`config.mk`:
```
export PLATFORM = sky130hd
export DESIGN_NAME = cdr_top
export DESIGN_NICKNAME = d
export VERILOG_FILES = /design/src/pkg/cdr_pkg.sv /design/src/rtl/cdr_elastic.sv /design/src/rtl/cdr_top.sv
export SDC_FILE = /design/constraint.sdc
export NUM_CORES = 1
export LEC_CHECK = 0
export CAP_MARGIN = 25
export CORE_MARGIN = 8
export CORE_UTILIZATION = 65
export DETAILED_ROUTE_END_ITERATION = 16
export DONT_BUFFER_PORTS = 1
export PLACE_DENSITY = 0.93
export SETUP_SLACK_MARGIN = 0.3
export SLEW_MARGIN = 10
export SYNTH_ARGS = -nofsm -noshare
export SYNTH_HDL_FRONTEND = slang
export SYNTH_HIERARCHICAL = 1
export SYNTH_SLANG_ARGS = --single-unit
```
`constraint.sdc`:
```
create_clock -name clk_i -period 5.8 [get_ports clk_i]
set_input_delay 0.58 -clock clk_i [delete_from_list [all_inputs] [get_ports clk_i]]
set_output_delay 0.58 -clock clk_i [all_outputs]
set_load 0.03 [all_outputs]
```
`src/pkg/cdr_pkg.sv`:
```
// Constants, register map and state types for the CDR control block.
// Assumes a single 125 MHz clock domain and an 8-bit register port
// driven by the serial control interface outside this block.
package cdr_pkg;
  // Clock rate, for reference by derived counts
  localparam int unsigned CLK_MHZ = 125;

  // Register addresses
  localparam logic [7:0] ADDR_DPLL    = 8'h13;
  localparam logic [7:0] ADDR_SLICE   = 8'h15;
  localparam logic [7:0] ADDR_INSTAGE = 8'h16;
  localparam logic [7:0] ADDR_SWING   = 8'h1f;
  localparam logic [7:0] ADDR_ACQ     = 8'h20;
  localparam logic [7:0] ADDR_STATUS  = 8'h21;

  // Field positions
  localparam int unsigned DPLL_ASLICE_BIT = 2;
  localparam int unsigned IN_SEL_LSB      = 5;
  localparam int unsigned IN_AEQ_BIT      = 4;
  localparam int unsigned SWING_DATA_LSB  = 4;
  localparam int unsigned ACQ_REF_BIT     = 0;
  localparam int unsigned ACQ_DIV_LSB     = 1;

  // Reset values and codes
  localparam logic [3:0] SWING_RST      = 4'hc;
  localparam logic [3:0] SWING_MIN_OK   = 4'h4;
  localparam logic [1:0] SEL_LIMAMP     = 2'h0;
  localparam logic [1:0] SEL_EQ         = 2'h1;
  localparam logic [1:0] SEL_BUF        = 2'h2;
  localparam logic [1:0] SEL_UNDEF      = 2'h3;
  localparam logic [6:0] SLICE_OFF      = 7'h00;
  localparam logic [6:0] SLICE_MID      = 7'h40;
  localparam logic [3:0] EQ_BOOST_RST   = 4'h0;

  // Frequency acquisition thresholds in ppm
  localparam logic [15:0] LOCK_PPM      = 16'd250;
  localparam logic [15:0] UNLOCK_PPM    = 16'd1000;
  localparam logic [15:0] COARSE_PPM    = 16'd4000;

  // Acquisition states, one-hot
  typedef enum logic [2:0] {
    CDR_ACQ_RST  = 3'b001,
    CDR_ACQ_MEAS = 3'b010,
    CDR_TRACK    = 3'b100
  } cdr_acq_e;
endpackage : cdr_pkg

```
`src/rtl/cdr_elastic.sv`:
```
// Elastic buffer between the decision clock and the retiming strobe.
// Assumes both sides run on the same clock; writes and reads are strobes.
`timescale 1ns/10ps
module cdr_elastic
  import cdr_pkg::*;
#(
  parameter int unsigned W     = 1,
  parameter int unsigned DEPTH = 32,
  parameter int unsigned AW    = $clog2(DEPTH)
) (
  input  wire logic         clk_i,
  input  wire logic         rst_i,
  input  wire logic         wr_i,
  input  wire logic [W-1:0] wdata_i,
  input  wire logic         rd_i,
  output logic     [W-1:0]  rdata_o,
  output logic              full_o,
  output logic              empty_o,
  output logic              ovf_o
);
  typedef struct packed {
    logic [DEPTH-1:0][W-1:0] mem;
    logic [AW:0]             wp;
    logic [AW:0]             rp;
    logic [W-1:0]            rdata;
    logic                    ovf;
  } cdr_eb_s;

  cdr_eb_s q_ff;
  cdr_eb_s nxt_q;
  logic    full;
  logic    empty;

  // Wrap bit tells full from empty
  assign full    = (q_ff.wp[AW] != q_ff.rp[AW]) && (q_ff.wp[AW-1:0] == q_ff.rp[AW-1:0]);
  assign empty   = (q_ff.wp == q_ff.rp);
  assign full_o  = full;
  assign empty_o = empty;
  assign rdata_o = q_ff.rdata;
  assign ovf_o   = q_ff.ovf;

  // Mismatch beyond the depth drops the bit and flags it
  always_comb begin
    nxt_q = q_ff;
    if (wr_i && !full) begin
      nxt_q.mem[q_ff.wp[AW-1:0]] = wdata_i;
      nxt_q.wp = q_ff.wp + 1'b1;
    end
    if (wr_i && full) begin
      nxt_q.ovf = 1'b1;
    end
    if (rd_i && !empty) begin
      nxt_q.rdata = q_ff.mem[q_ff.rp[AW-1:0]];
      nxt_q.rp    = q_ff.rp + 1'b1;
    end
  end

  always_ff @(posedge clk_i) begin
    if (rst_i) begin
      q_ff <= '0;
    end else begin
      q_ff <= nxt_q;
    end
  end
endmodule : cdr_elastic

```
`src/rtl/cdr_top.sv`:
```
// CDR digital control: downsampler, binary phase detector, phase and
// frequency integrators, acquisition machine, front-end and swing settings.
// Assumes sample bits arrive from the fast sampler as pin-level inputs and
// the lock detector supplies a signed ppm difference on this clock.
`timescale 1ns/10ps
// Functional notes
// - Data swing upper nibble, reset 0xC
// - Clock swing lower nibble, reset 0xC
// - Exactly one input stage selected
// - EQ adapts only when enabled and fast
// - Slice from trim, user or adaptive
// - Loop covers full data rate range
// - Downsampler feeds early/late phase detector
// - Phase integrator steers the phase shifter
// - Frequency integrator sets oscillator word
// - Lag raises frequency in tracking, shortens delay
// - Oscillator word saturates at limits
// - Phase shifter word wraps freely
// - Elastic buffer absorbs 32 UI
// - Frequency loop sets oscillator and ratio
// - Acquire within 250 ppm, then track
// - Beyond 1000 ppm: lock lost, restart
// - Once locked, frequency loop switched off
module cdr_top
  import cdr_pkg::*;
#(
  parameter int unsigned DCO_W    = 10,
  parameter int unsigned PSH_W    = 6,
  parameter int unsigned DIV_W    = 3,
  parameter int unsigned EB_DEPTH = 32,
  parameter logic [9:0]  DCO_STEP = 10'd16,
  parameter logic [9:0]  FAST_DCO = 10'd512
) (
  input  wire logic              clk_i,
  input  wire logic              rst_i,
  input  wire logic              reg_we_i,
  input  wire logic              reg_re_i,
  input  wire logic [7:0]        reg_addr_i,
  input  wire logic [7:0]        reg_wdata_i,
  output logic      [7:0]        reg_rdata_o,
  input  wire logic              data_smp_i,
  input  wire logic              edge_smp_i,
  input  wire logic              freq_vld_i,
  input  wire logic signed [15:0] freq_ppm_i,
  input  wire logic [6:0]        slice_trim_i,
  input  wire logic              slice_up_i,
  input  wire logic              slice_dn_i,
  input  wire logic              eq_up_i,
  input  wire logic              eq_dn_i,
  input  wire logic              retime_i,
  output logic                   retime_data_o,
  output logic                   eb_ovf_o,
  output logic [DCO_W-1:0]       digital_controlled_oscillator_o,
  output logic [PSH_W-1:0]       clock_phase_shifter_o,
  output logic [DIV_W-1:0]       div_log2_o,
  output logic                   lock_lost_flag_o,
  output logic [1:0]             input_sel_o,
  output logic [3:0]             eq_boost_o,
  output logic [6:0]             slice_o,
  output logic [3:0]             data_swing_o,
  output logic [3:0]             clk_swing_o
);
  typedef struct packed {
    logic [1:0]       smp_meta;
    logic [1:0]       smp_sync;
    logic             prev_data;
    logic [7:0]       dec_cnt;
    cdr_acq_e         st;
    logic [DCO_W-1:0] digital_controlled_oscillator;
    logic [PSH_W-1:0] clock_phase_shifter;
    logic [DIV_W-1:0] div;
    logic             lock_lost_flag;
    logic [7:0]       output_amplitude_control;
    logic             adapt_slice;
    logic [6:0]       slice_usr;
    logic [6:0]       slice_adp;
    logic [1:0]       in_sel;
    logic             adapt_eq;
    logic [3:0]       eq_man;
    logic [3:0]       eq_adp;
    logic             ref_mode;
    logic [DIV_W-1:0] ref_div;
    logic [7:0]       rdata;
  } cdr_top_s;

  cdr_top_s         q_ff;
  cdr_top_s         nxt_q;
  logic             take;
  logic             trans;
  logic             late;
  logic             early;
  logic [15:0]      ppm_abs;
  logic             rate_fast;
  logic [7:0]       dec_last;
  logic [DCO_W-1:0] dco_max;
  logic [DCO_W-1:0] dco_step;
  logic             wr_swing;

  // Downsampler picks one decision every 2^div samples
  assign dec_last = 8'((9'd1 << q_ff.div) - 9'd1);
  assign take     = (q_ff.dec_cnt >= dec_last);
  // Early/late decision from data and edge samples
  assign trans    = take && (q_ff.smp_sync[1] != q_ff.prev_data);
  assign late     = trans && (q_ff.smp_sync[0] == q_ff.smp_sync[1]);
  assign early    = trans && !late;
  assign ppm_abs  = freq_ppm_i[15] ? 16'(-freq_ppm_i) : 16'(freq_ppm_i);
  assign dco_max  = '1;
  assign dco_step = DCO_W'(DCO_STEP);
  // Adaptive EQ only above 5.5 Gbps: top octave, upper half of tuning
  assign rate_fast = (q_ff.div == '0) && (q_ff.digital_controlled_oscillator >= DCO_W'(FAST_DCO));
  assign wr_swing  = reg_we_i && (reg_addr_i == ADDR_SWING);

  // Register writes, loops and acquisition in one next-state process
  always_comb begin
    nxt_q = q_ff;
    // Data sample in the upper bit, edge sample in the lower one
    nxt_q.smp_meta = {data_smp_i, edge_smp_i};
    nxt_q.smp_sync = q_ff.smp_meta;
    nxt_q.dec_cnt  = take ? 8'h00 : q_ff.dec_cnt + 8'h01;
    if (take) begin
      nxt_q.prev_data = q_ff.smp_sync[1];
    end
    // Register port writes
    if (reg_we_i) begin
      unique case (reg_addr_i)
        ADDR_DPLL: nxt_q.adapt_slice = reg_wdata_i[DPLL_ASLICE_BIT];
        ADDR_SLICE: nxt_q.slice_usr = reg_wdata_i[6:0];
        ADDR_INSTAGE: begin
          if (reg_wdata_i[IN_SEL_LSB +: 2] != SEL_UNDEF) begin
            nxt_q.in_sel = reg_wdata_i[IN_SEL_LSB +: 2];
          end
          nxt_q.adapt_eq = reg_wdata_i[IN_AEQ_BIT];
          nxt_q.eq_man   = reg_wdata_i[3:0];
          nxt_q.eq_adp   = reg_wdata_i[3:0];
        end
        ADDR_SWING: begin
          if (reg_wdata_i[SWING_DATA_LSB +: 4] >= SWING_MIN_OK) begin
            nxt_q.output_amplitude_control[SWING_DATA_LSB +: 4] =
              reg_wdata_i[SWING_DATA_LSB +: 4];
          end
          if (reg_wdata_i[3:0] >= SWING_MIN_OK) begin
            nxt_q.output_amplitude_control[3:0] = reg_wdata_i[3:0];
          end
        end
        ADDR_ACQ: begin
          nxt_q.ref_mode = reg_wdata_i[ACQ_REF_BIT];
          nxt_q.ref_div  = reg_wdata_i[ACQ_DIV_LSB +: DIV_W];
        end
        default: ;
      endcase
    end
    // Read data captured on the read strobe
    if (reg_re_i) begin
      unique case (reg_addr_i)
        ADDR_DPLL:    nxt_q.rdata = {5'h00, q_ff.adapt_slice, 2'h0};
        ADDR_SLICE:   nxt_q.rdata = {1'b0, q_ff.slice_usr};
        ADDR_INSTAGE: nxt_q.rdata = {1'b0, q_ff.in_sel, q_ff.adapt_eq, q_ff.eq_man};
        ADDR_SWING:   nxt_q.rdata = q_ff.output_amplitude_control;
        ADDR_ACQ:     nxt_q.rdata = 8'({q_ff.ref_div, q_ff.ref_mode});
        ADDR_STATUS:  nxt_q.rdata = 8'({q_ff.div, q_ff.lock_lost_flag});
        default:      nxt_q.rdata = 8'h00;
      endcase
    end
    // Adaptive slice walks toward the widest eye
    if (q_ff.adapt_slice) begin
      if (slice_up_i && (q_ff.slice_adp != 7'h7f)) begin
        nxt_q.slice_adp = q_ff.slice_adp + 7'h01;
      end else if (slice_dn_i && (q_ff.slice_adp != 7'h01)) begin
        nxt_q.slice_adp = q_ff.slice_adp - 7'h01;
      end
    end
    // EQ adaptation gated by enable and data rate
    if (q_ff.adapt_eq && rate_fast && (q_ff.in_sel == SEL_EQ)) begin
      if (eq_up_i && (q_ff.eq_adp != 4'hf)) begin
        nxt_q.eq_adp = q_ff.eq_adp + 4'h1;
      end else if (eq_dn_i && (q_ff.eq_adp != 4'h0)) begin
        nxt_q.eq_adp = q_ff.eq_adp - 4'h1;
      end
    end
    // Phase shifter always tracks; free wrap avoids range limits
    if (late) begin
      nxt_q.clock_phase_shifter = q_ff.clock_phase_shifter - 1'b1;
    end else if (early) begin
      nxt_q.clock_phase_shifter = q_ff.clock_phase_shifter + 1'b1;
    end
    // Acquisition and frequency tracking
    unique case (q_ff.st)
      CDR_ACQ_RST: begin
        nxt_q.lock_lost_flag = 1'b1;
        nxt_q.digital_controlled_oscillator = '0;
        nxt_q.div = q_ff.ref_mode ? q_ff.ref_div : '0;
        nxt_q.st  = CDR_ACQ_MEAS;
      end
      CDR_ACQ_MEAS: begin
        if (freq_vld_i) begin
          if (ppm_abs <= LOCK_PPM) begin
            nxt_q.lock_lost_flag = 1'b0;
            nxt_q.st  = CDR_TRACK;
          end else if (!freq_ppm_i[15]) begin
            // Sampling too fast: next octave down, or lower word in ref mode or at the last octave
            if (!q_ff.ref_mode && (q_ff.div != '1)) begin
              nxt_q.div = q_ff.div + 1'b1;
              nxt_q.digital_controlled_oscillator = '0;
            end else if (q_ff.digital_controlled_oscillator != '0) begin
              nxt_q.digital_controlled_oscillator = q_ff.digital_controlled_oscillator - 1'b1;
            end
          end else begin
            // Big steps first, single steps near the target
            if (ppm_abs > COARSE_PPM) begin
              nxt_q.digital_controlled_oscillator = (q_ff.digital_controlled_oscillator > dco_max - dco_step) ? dco_max
                                                          : q_ff.digital_controlled_oscillator + dco_step;
            end else if (q_ff.digital_controlled_oscillator != dco_max) begin
              nxt_q.digital_controlled_oscillator = q_ff.digital_controlled_oscillator + 1'b1;
            end
          end
        end
      end
      CDR_TRACK: begin
        // Frequency loop idle; only the phase decisions move the word
        if (late && (q_ff.digital_controlled_oscillator != dco_max)) begin
          nxt_q.digital_controlled_oscillator = q_ff.digital_controlled_oscillator + 1'b1;
        end else if (early && (q_ff.digital_controlled_oscillator != '0)) begin
          nxt_q.digital_controlled_oscillator = q_ff.digital_controlled_oscillator - 1'b1;
        end
        if (freq_vld_i && (ppm_abs > UNLOCK_PPM)) begin
          nxt_q.lock_lost_flag = 1'b1;
          nxt_q.st  = CDR_ACQ_RST;
        end
      end
      default: nxt_q.st = CDR_ACQ_RST;
    endcase
  end

  // Single state register for the block
  always_ff @(posedge clk_i) begin
    if (rst_i) begin
      q_ff <= '0;
      q_ff.st <= CDR_ACQ_RST;
      q_ff.lock_lost_flag <= 1'b1;
      q_ff.output_amplitude_control <= {SWING_RST, SWING_RST};
      q_ff.in_sel <= SEL_LIMAMP;
      q_ff.eq_man <= EQ_BOOST_RST;
      q_ff.eq_adp <= EQ_BOOST_RST;
      q_ff.slice_adp <= SLICE_MID;
    end else begin
      q_ff <= nxt_q;
    end
  end

  // Retimed decisions cross to the output strobe
  cdr_elastic #(
    .W     (1),
    .DEPTH (EB_DEPTH)
  ) u_elastic (
    .clk_i   (clk_i),
    .rst_i   (rst_i),
    .wr_i    (take),
    .wdata_i (q_ff.smp_sync[1]),
    .rd_i    (retime_i),
    .rdata_o (retime_data_o),
    .full_o  (),
    .empty_o (),
    .ovf_o   (eb_ovf_o)
  );

  // Output mapping; slice source: off code means factory trim
  assign reg_rdata_o                     = q_ff.rdata;
  assign digital_controlled_oscillator_o = q_ff.digital_controlled_oscillator;
  assign clock_phase_shifter_o           = q_ff.clock_phase_shifter;
  assign div_log2_o                      = q_ff.div;
  assign lock_lost_flag_o                = q_ff.lock_lost_flag;
  assign input_sel_o                     = q_ff.in_sel;
  assign eq_boost_o  = (q_ff.adapt_eq && rate_fast) ? q_ff.eq_adp : q_ff.eq_man;
  assign slice_o     = q_ff.adapt_slice ? q_ff.slice_adp :
                       (q_ff.slice_usr == SLICE_OFF) ? slice_trim_i : q_ff.slice_usr;
  assign data_swing_o = q_ff.output_amplitude_control[SWING_DATA_LSB +: 4];
  assign clk_swing_o  = q_ff.output_amplitude_control[3:0];
endmodule : cdr_top
```
# Yosys cells after proc, flatten, opt, wreduce, memory -nomap -nowiden
# Index checks and enable logic that the tools add are counted.
# op_classes
addsub	15
multipliers	0
div	0
order_cmp	11
n_eq_ne	30
n_shift	1
n_mux	43
n_bitwise	0
reduce_logical	44
# ops
op	count
$mux 10	9
$pmux 8 s6	1
$bwmux 32	1
$eq 8x5->1 const B	4
$pmux 10 s3	1
$mux 4	7
$mux 7	4
$logic_and 1x1->1	19
$add 6x1->6 const B	3
$mux 3	6
$eq 8x6->1 const B	2
$gt 16x10->1 const B	1
$gt 16x12->1 const B	1
$le 16x8->1 const B	1
$mux 16	1
$neg 16->16	1
$ne 2x2->1 const B	7
$mux 13	1
$lt 5x6->1 const B	2
$mux 6	2
$ne 4x4->1 const B	3
$reduce_and 3->1	4
$add 10x1->10 const B	1
$add 10x5->10 const B	1
other kinds (46)	61
# word_totals
regBits	128
latchBits	0
mem_bits_rw	0
mem_bits_ro	0
in_bits	51
output_inout_bits	51
n_memories	0

# Logic depth before layout (Yosys ltp)
# depth
word_depth	11
ltp_mapped	21

# Hierarchy
# Netlist, hierarchy kept.
# modules_own_cells
mod	instances	cells_each	area_per_inst_um2
cdr_top	1	820	6242.2
cdr_elastic	1	275	2479.9

# Worst setup path after synthesis
# No wires, ideal clock.
# synth_path
kind	register to register
startpoint	register q_ff, in the netlist div_log2_o[0]
endpoint	register q_ff, in the netlist clock_phase_shifter_o[5]
setup_ns	0.071
arrival_ns	4.199
t_required_ns	5.729
setup_slack_ns	1.531
stages_incl_launch_ff	22
period_less_slack_ns	4.269
path_cell_list	dfxtp_1 -> inv_1 -> ha_1 -> clkbuf_1 -> nor3_1 -> a21oi_1 -> a21oi_1 -> xnor2_1 -> ha_1 -> o21ai_0 -> nor2_1 -> o211ai_1 -> clkbuf_1 -> nor2_1 -> ha_1 -> a21o_1 -> a21o_1 -> a21o_1 -> a21oi_1 -> xnor2_1 -> or3_1 -> a21oi_1
# synth_between
elab_chain_cells	8
word_cells_on_any_way	9
# synth_lines
item	line_no	rtl
start: declaration	cdr_top.sv:86	cdr_top_s q_ff;
start signal: assignment	cdr_top.sv:246	q_ff <= nxt_q;
$shl 1x3->8 (*)	cdr_top.sv:100	assign dec_last = 8'((9'd1 << q_ff.div) - 9'd1);
$sub 8x1->8 (*)	cdr_top.sv:100	
$ge 8x8->1 (*)	cdr_top.sv:101	assign take = (q_ff.dec_cnt >= dec_last);
$logic_and 1x1->1 (*)	cdr_top.sv:103	assign trans = take && (q_ff.smp_sync[1] != q_ff.prev_data);
$logic_and 1x1->1	cdr_top.sv:104	assign late = trans && (q_ff.smp_sync[0] == q_ff.smp_sync[1]);
$logic_not 1->1	cdr_top.sv:105	assign early = trans && !late;
$logic_and 1x1->1	cdr_top.sv:105	
$reduce_bool 2->1 (no source line)	n/a	
# Every way passes the cells marked *; elsewhere a longest branch is shown, timed or not.
# A chain may end at the register's enable or synchronous reset.

# Final worst setup path
# Ends and elaborated chain as after synthesis.

==> flow_metrics.py <==
metrics = {
    "run_status": {
        "run_status": "complete, no violations",
    },
    "power_and_ir_drop": {
        "cellLeakagePower_uw": 0.003237,
        "internal_power_uw": 1801,
        "power.share.clock": 0.395,
        "total_power_uw": 2716,
        "p_switching_uw": 915.4,
        "power_per_cell_area_nw_per_um2": 303.4,
        "worst_case_vdd_ir_drop_uv": 209.0,
        "power.combinational.fraction": 0.232,
        "switching_share": 0.3370,
        "share_seq_of_total_power": 0.374,
    },
    "global_routing": {
        "grt-ovfl-total": 0,
        "grt_max_degree": 113,
        "grt_first_pass_wirelength_um": 36190,
        "number_of_global_route_vias_before_repair": 7401,
        "global_route.usage.met3": 0.07127,
        "grt_busiest_layer": "met2",
        "global_route.usage.met2": 0.4055,
        "grt.total_usage": 0.2455,
        "antenna_found_initial": 1,
        "globalRouteMet1Util": 0.2893,
    },
    "cts": {
        "cts.repair_timing.setup_buffer_count": 0,
        "ctsResizeCount": 0,
        "cts.root.buffer_cell": "clkbuf_16",
        "max-clock-path-buffers": 2,
        "postCtsHoldBufs": 0,
        "count_of_clock_tree_sinks": 128,
        "clk_pin_slew_worst_paths_ns": 0.06,
        "clock_tree.htree_level_count": 4,
        "tritoncts": "yes",
        "number_of_clock_buffers_inserted_by_tritoncts": 17,
        "worst_skew_pair.late_latency_ns": 0.42,
    },
    "cells_and_area": {
        "layout.cells.most_common": "dfxtp_1",
        "final_nets": 1094,
        "post_route_cells_drive_above_1_share": 0.07269,
        "most_frequent_cells_in_the_layout": "128 x dfxtp_1, 112 x nor2_1, 97 x a21oi_1",
        "layout-area-overhead-vs-synth_pct": 2.669,
        "nFillCells": 1022,
        "layout.cells.non_filler": 1195,
        "fin_util": 0.6786,
    },
    "setup_path": {
        "critical_path_class": "flip-flop to flip-flop",
        "cp-end-kind": "flip-flop",
        "cp_max_fo": 8,
        "reg2regPathDepth": 19,
        "reg2reg_to": "clock_phase_shifter_o[5]$_SDFFE_PP0P_",
        "r2r_setup_slack_ns": 1.31,
        "worst_ep_required_time_ns": 6.16,
        "timing.critical_path.from_type": "flip-flop",
        "crit_arrival_ns": 4.85,
        "worst_r2r_startpoint": "div_log2_o[0]$_SDFFE_PP0P_",
    },
    "logic_synthesis": {
        "synthesis.instances": 1094,
        "mappedNetlistNets": 1183,
        "synthesized_cell_area_um2": 8718,
        "syn_avg_cell_area_um2": 7.969,
        "synthesis.yosys.warnings": 6,
    },
    "detailed_routing": {
        "wirelength_um": 22240,
        "vias_per_cell": 6.659,
        "drt_first_pass_iters": 7,
        "vias": 7957,
        "ant_nets": 0,
        "initialDrtViolationCount": 754,
        "drc_errors": 0,
        "average_detailed_routed_wire_length_per_instance_um": 18.61,
    },
    "timing": {
        "relSlewSlack": 0.3107,
        "achievable-frequency_mhz": 222.5,
        "rsz0062_at_grt": "no",
        "totalNegativeSetupSlack_ns": 0,
        "timing.final.crit_period_ns": 4.495,
        "timing_max_transition_violations_final": 0,
        "hold_viol": 0,
        "finalSetupViolations": 0,
        "max_slew.worst_pin.slew_ns": 1.023,
        "final_min_period_over_clock_period": 0.7750,
        "final.setup_skew_ns": 0.01081,
    },
    "hold_path": {
        "instance_count_along_the_most_critical_hold_path": 1,
        "hp-class": "primary input to flip-flop",
        "hold_path.startpoint": "rst_i",
        "hold_path_end": "u_elastic/q_ff[4]$_SDFFE_PP0P_",
    },
    "floorplanning": {
        "die_area_um2": 17380,
        "chipHeight_um": 131.8,
        "rows": 42,
        "fp.coreArea_um2": 13190,
        "chipWidth_um": 131.8,
        "start_util": 0.6610,
        "ios": 102,
    },
    "placed_design": {
        "place_hpwl_um": 15000,
        "dpl.cell_count": 1160,
        "numPortBuffers": 0,
        "place.gp.congestion": 0.9422,
    },
    "job": {
        "maxCapViolCount": 0,
    },
}
[metal layers]
metal | part of all wire | routed length [um]
met5 | 0 | 0
met1 | 0.40 | 8817
met3 | 0.099 | 2198
met4 | 0.023 | 501
met2 | 0.48 | 10730
[metrics by stage]
stage / hold slack, ns / instance area [um2] / setup WS [ns]
2_1_floorplan: 0.4138 / 8718 / 1.531
3_3_place_gp: 0.4149 / 8323 / 1.568
3_5_place_dp: 0.4251 / 8323 / 1.389
4_1_cts: 0.2237 / 8916 / 1.362
5_1_grt: 0.2172 / 8951 / 0.9730
6_report: 0.2256 / 8951 / 1.305
[how the worst max path moves through the flow]
stage,start,endpoint,depth (start not counted),slack [ns]
floorplan,div_log2_o[0]$_SDFFE_PP0P_,clock_phase_shifter_o[5]$_SDFFE_PP0P_,21,1.53
global placement,div_log2_o[0]$_SDFFE_PP0P_,clock_phase_shifter_o[5]$_SDFFE_PP0P_,19,1.57
detailed placement,div_log2_o[0]$_SDFFE_PP0P_,clock_phase_shifter_o[5]$_SDFFE_PP0P_,19,1.39
CTS,div_log2_o[0]$_SDFFE_PP0P_,clock_phase_shifter_o[5]$_SDFFE_PP0P_,19,1.36
global route,div_log2_o[0]$_SDFFE_PP0P_,clock_phase_shifter_o[5]$_SDFFE_PP0P_,19,0.97
finish,div_log2_o[0]$_SDFFE_PP0P_,clock_phase_shifter_o[5]$_SDFFE_PP0P_,19,1.31
[worst max-delay path, cell delays in order, from the launching register on]
cell and delay, ns:
dfxtp_1 0.65, inv_1 0.14, ha_1 0.34, nor3_1 0.34, nor2_1 0.09, xor2_1 0.17
ha_1 0.27, o21a_1 0.10, o21ai_0 0.08, o21ai_0 0.17, o211ai_1 0.13, nor2_1 0.34
ha_1 0.31, a21o_1 0.17, a21o_1 0.19, a21o_1 0.18, a21oi_1 0.17, xnor2_1 0.10
or3_1 0.33, a21oi_1 0.14
[sequential cells by signal, summed over array words and instances (netlist names)]
register	flops
lock_lost_flag_o	1
u_elastic/rdata_o	1
input_sel_o	2
q_ff	42
clock_phase_shifter_o	6
u_elastic/q_ff	44
reg_rdata_o	8
digital_controlled_oscillator_o	10
data_swing_o	4
u_elastic/ovf_o	1
nxt_q	2
div_log2_o	3
clk_swing_o	4
[power by group through the flow]
stage	Clock [uW]	Sequential, uW	Combinational (uW)
floorplan	0	961	587
global placement	0	1030	559
detailed placement	0	1030	576
CTS	1080	1010	580
global route	1120	1020	679
finish	1070	1010	629
[final cells by class]
| type | instances | area, um2 | share of cell area |
|---|---|---|---|
| Sequential cell | 128 | 2562 | 0.2863 |
| Multi-Input combinational cell | 824 | 5413 | 0.6047 |
| Tap cell | 176 | 220.2 | 0.02460 |
| Antenna cell | 1 | 2.502 | 0.0002796 |
| Clock inverter | 14 | 153.9 | 0.01719 |
| Inverter | 30 | 112.6 | 0.01258 |
| Timing Repair Buffer | 4 | 47.55 | 0.005312 |
| Clock buffer | 18 | 439.2 | 0.04906 |
Power figures use the tool's default switching activity.
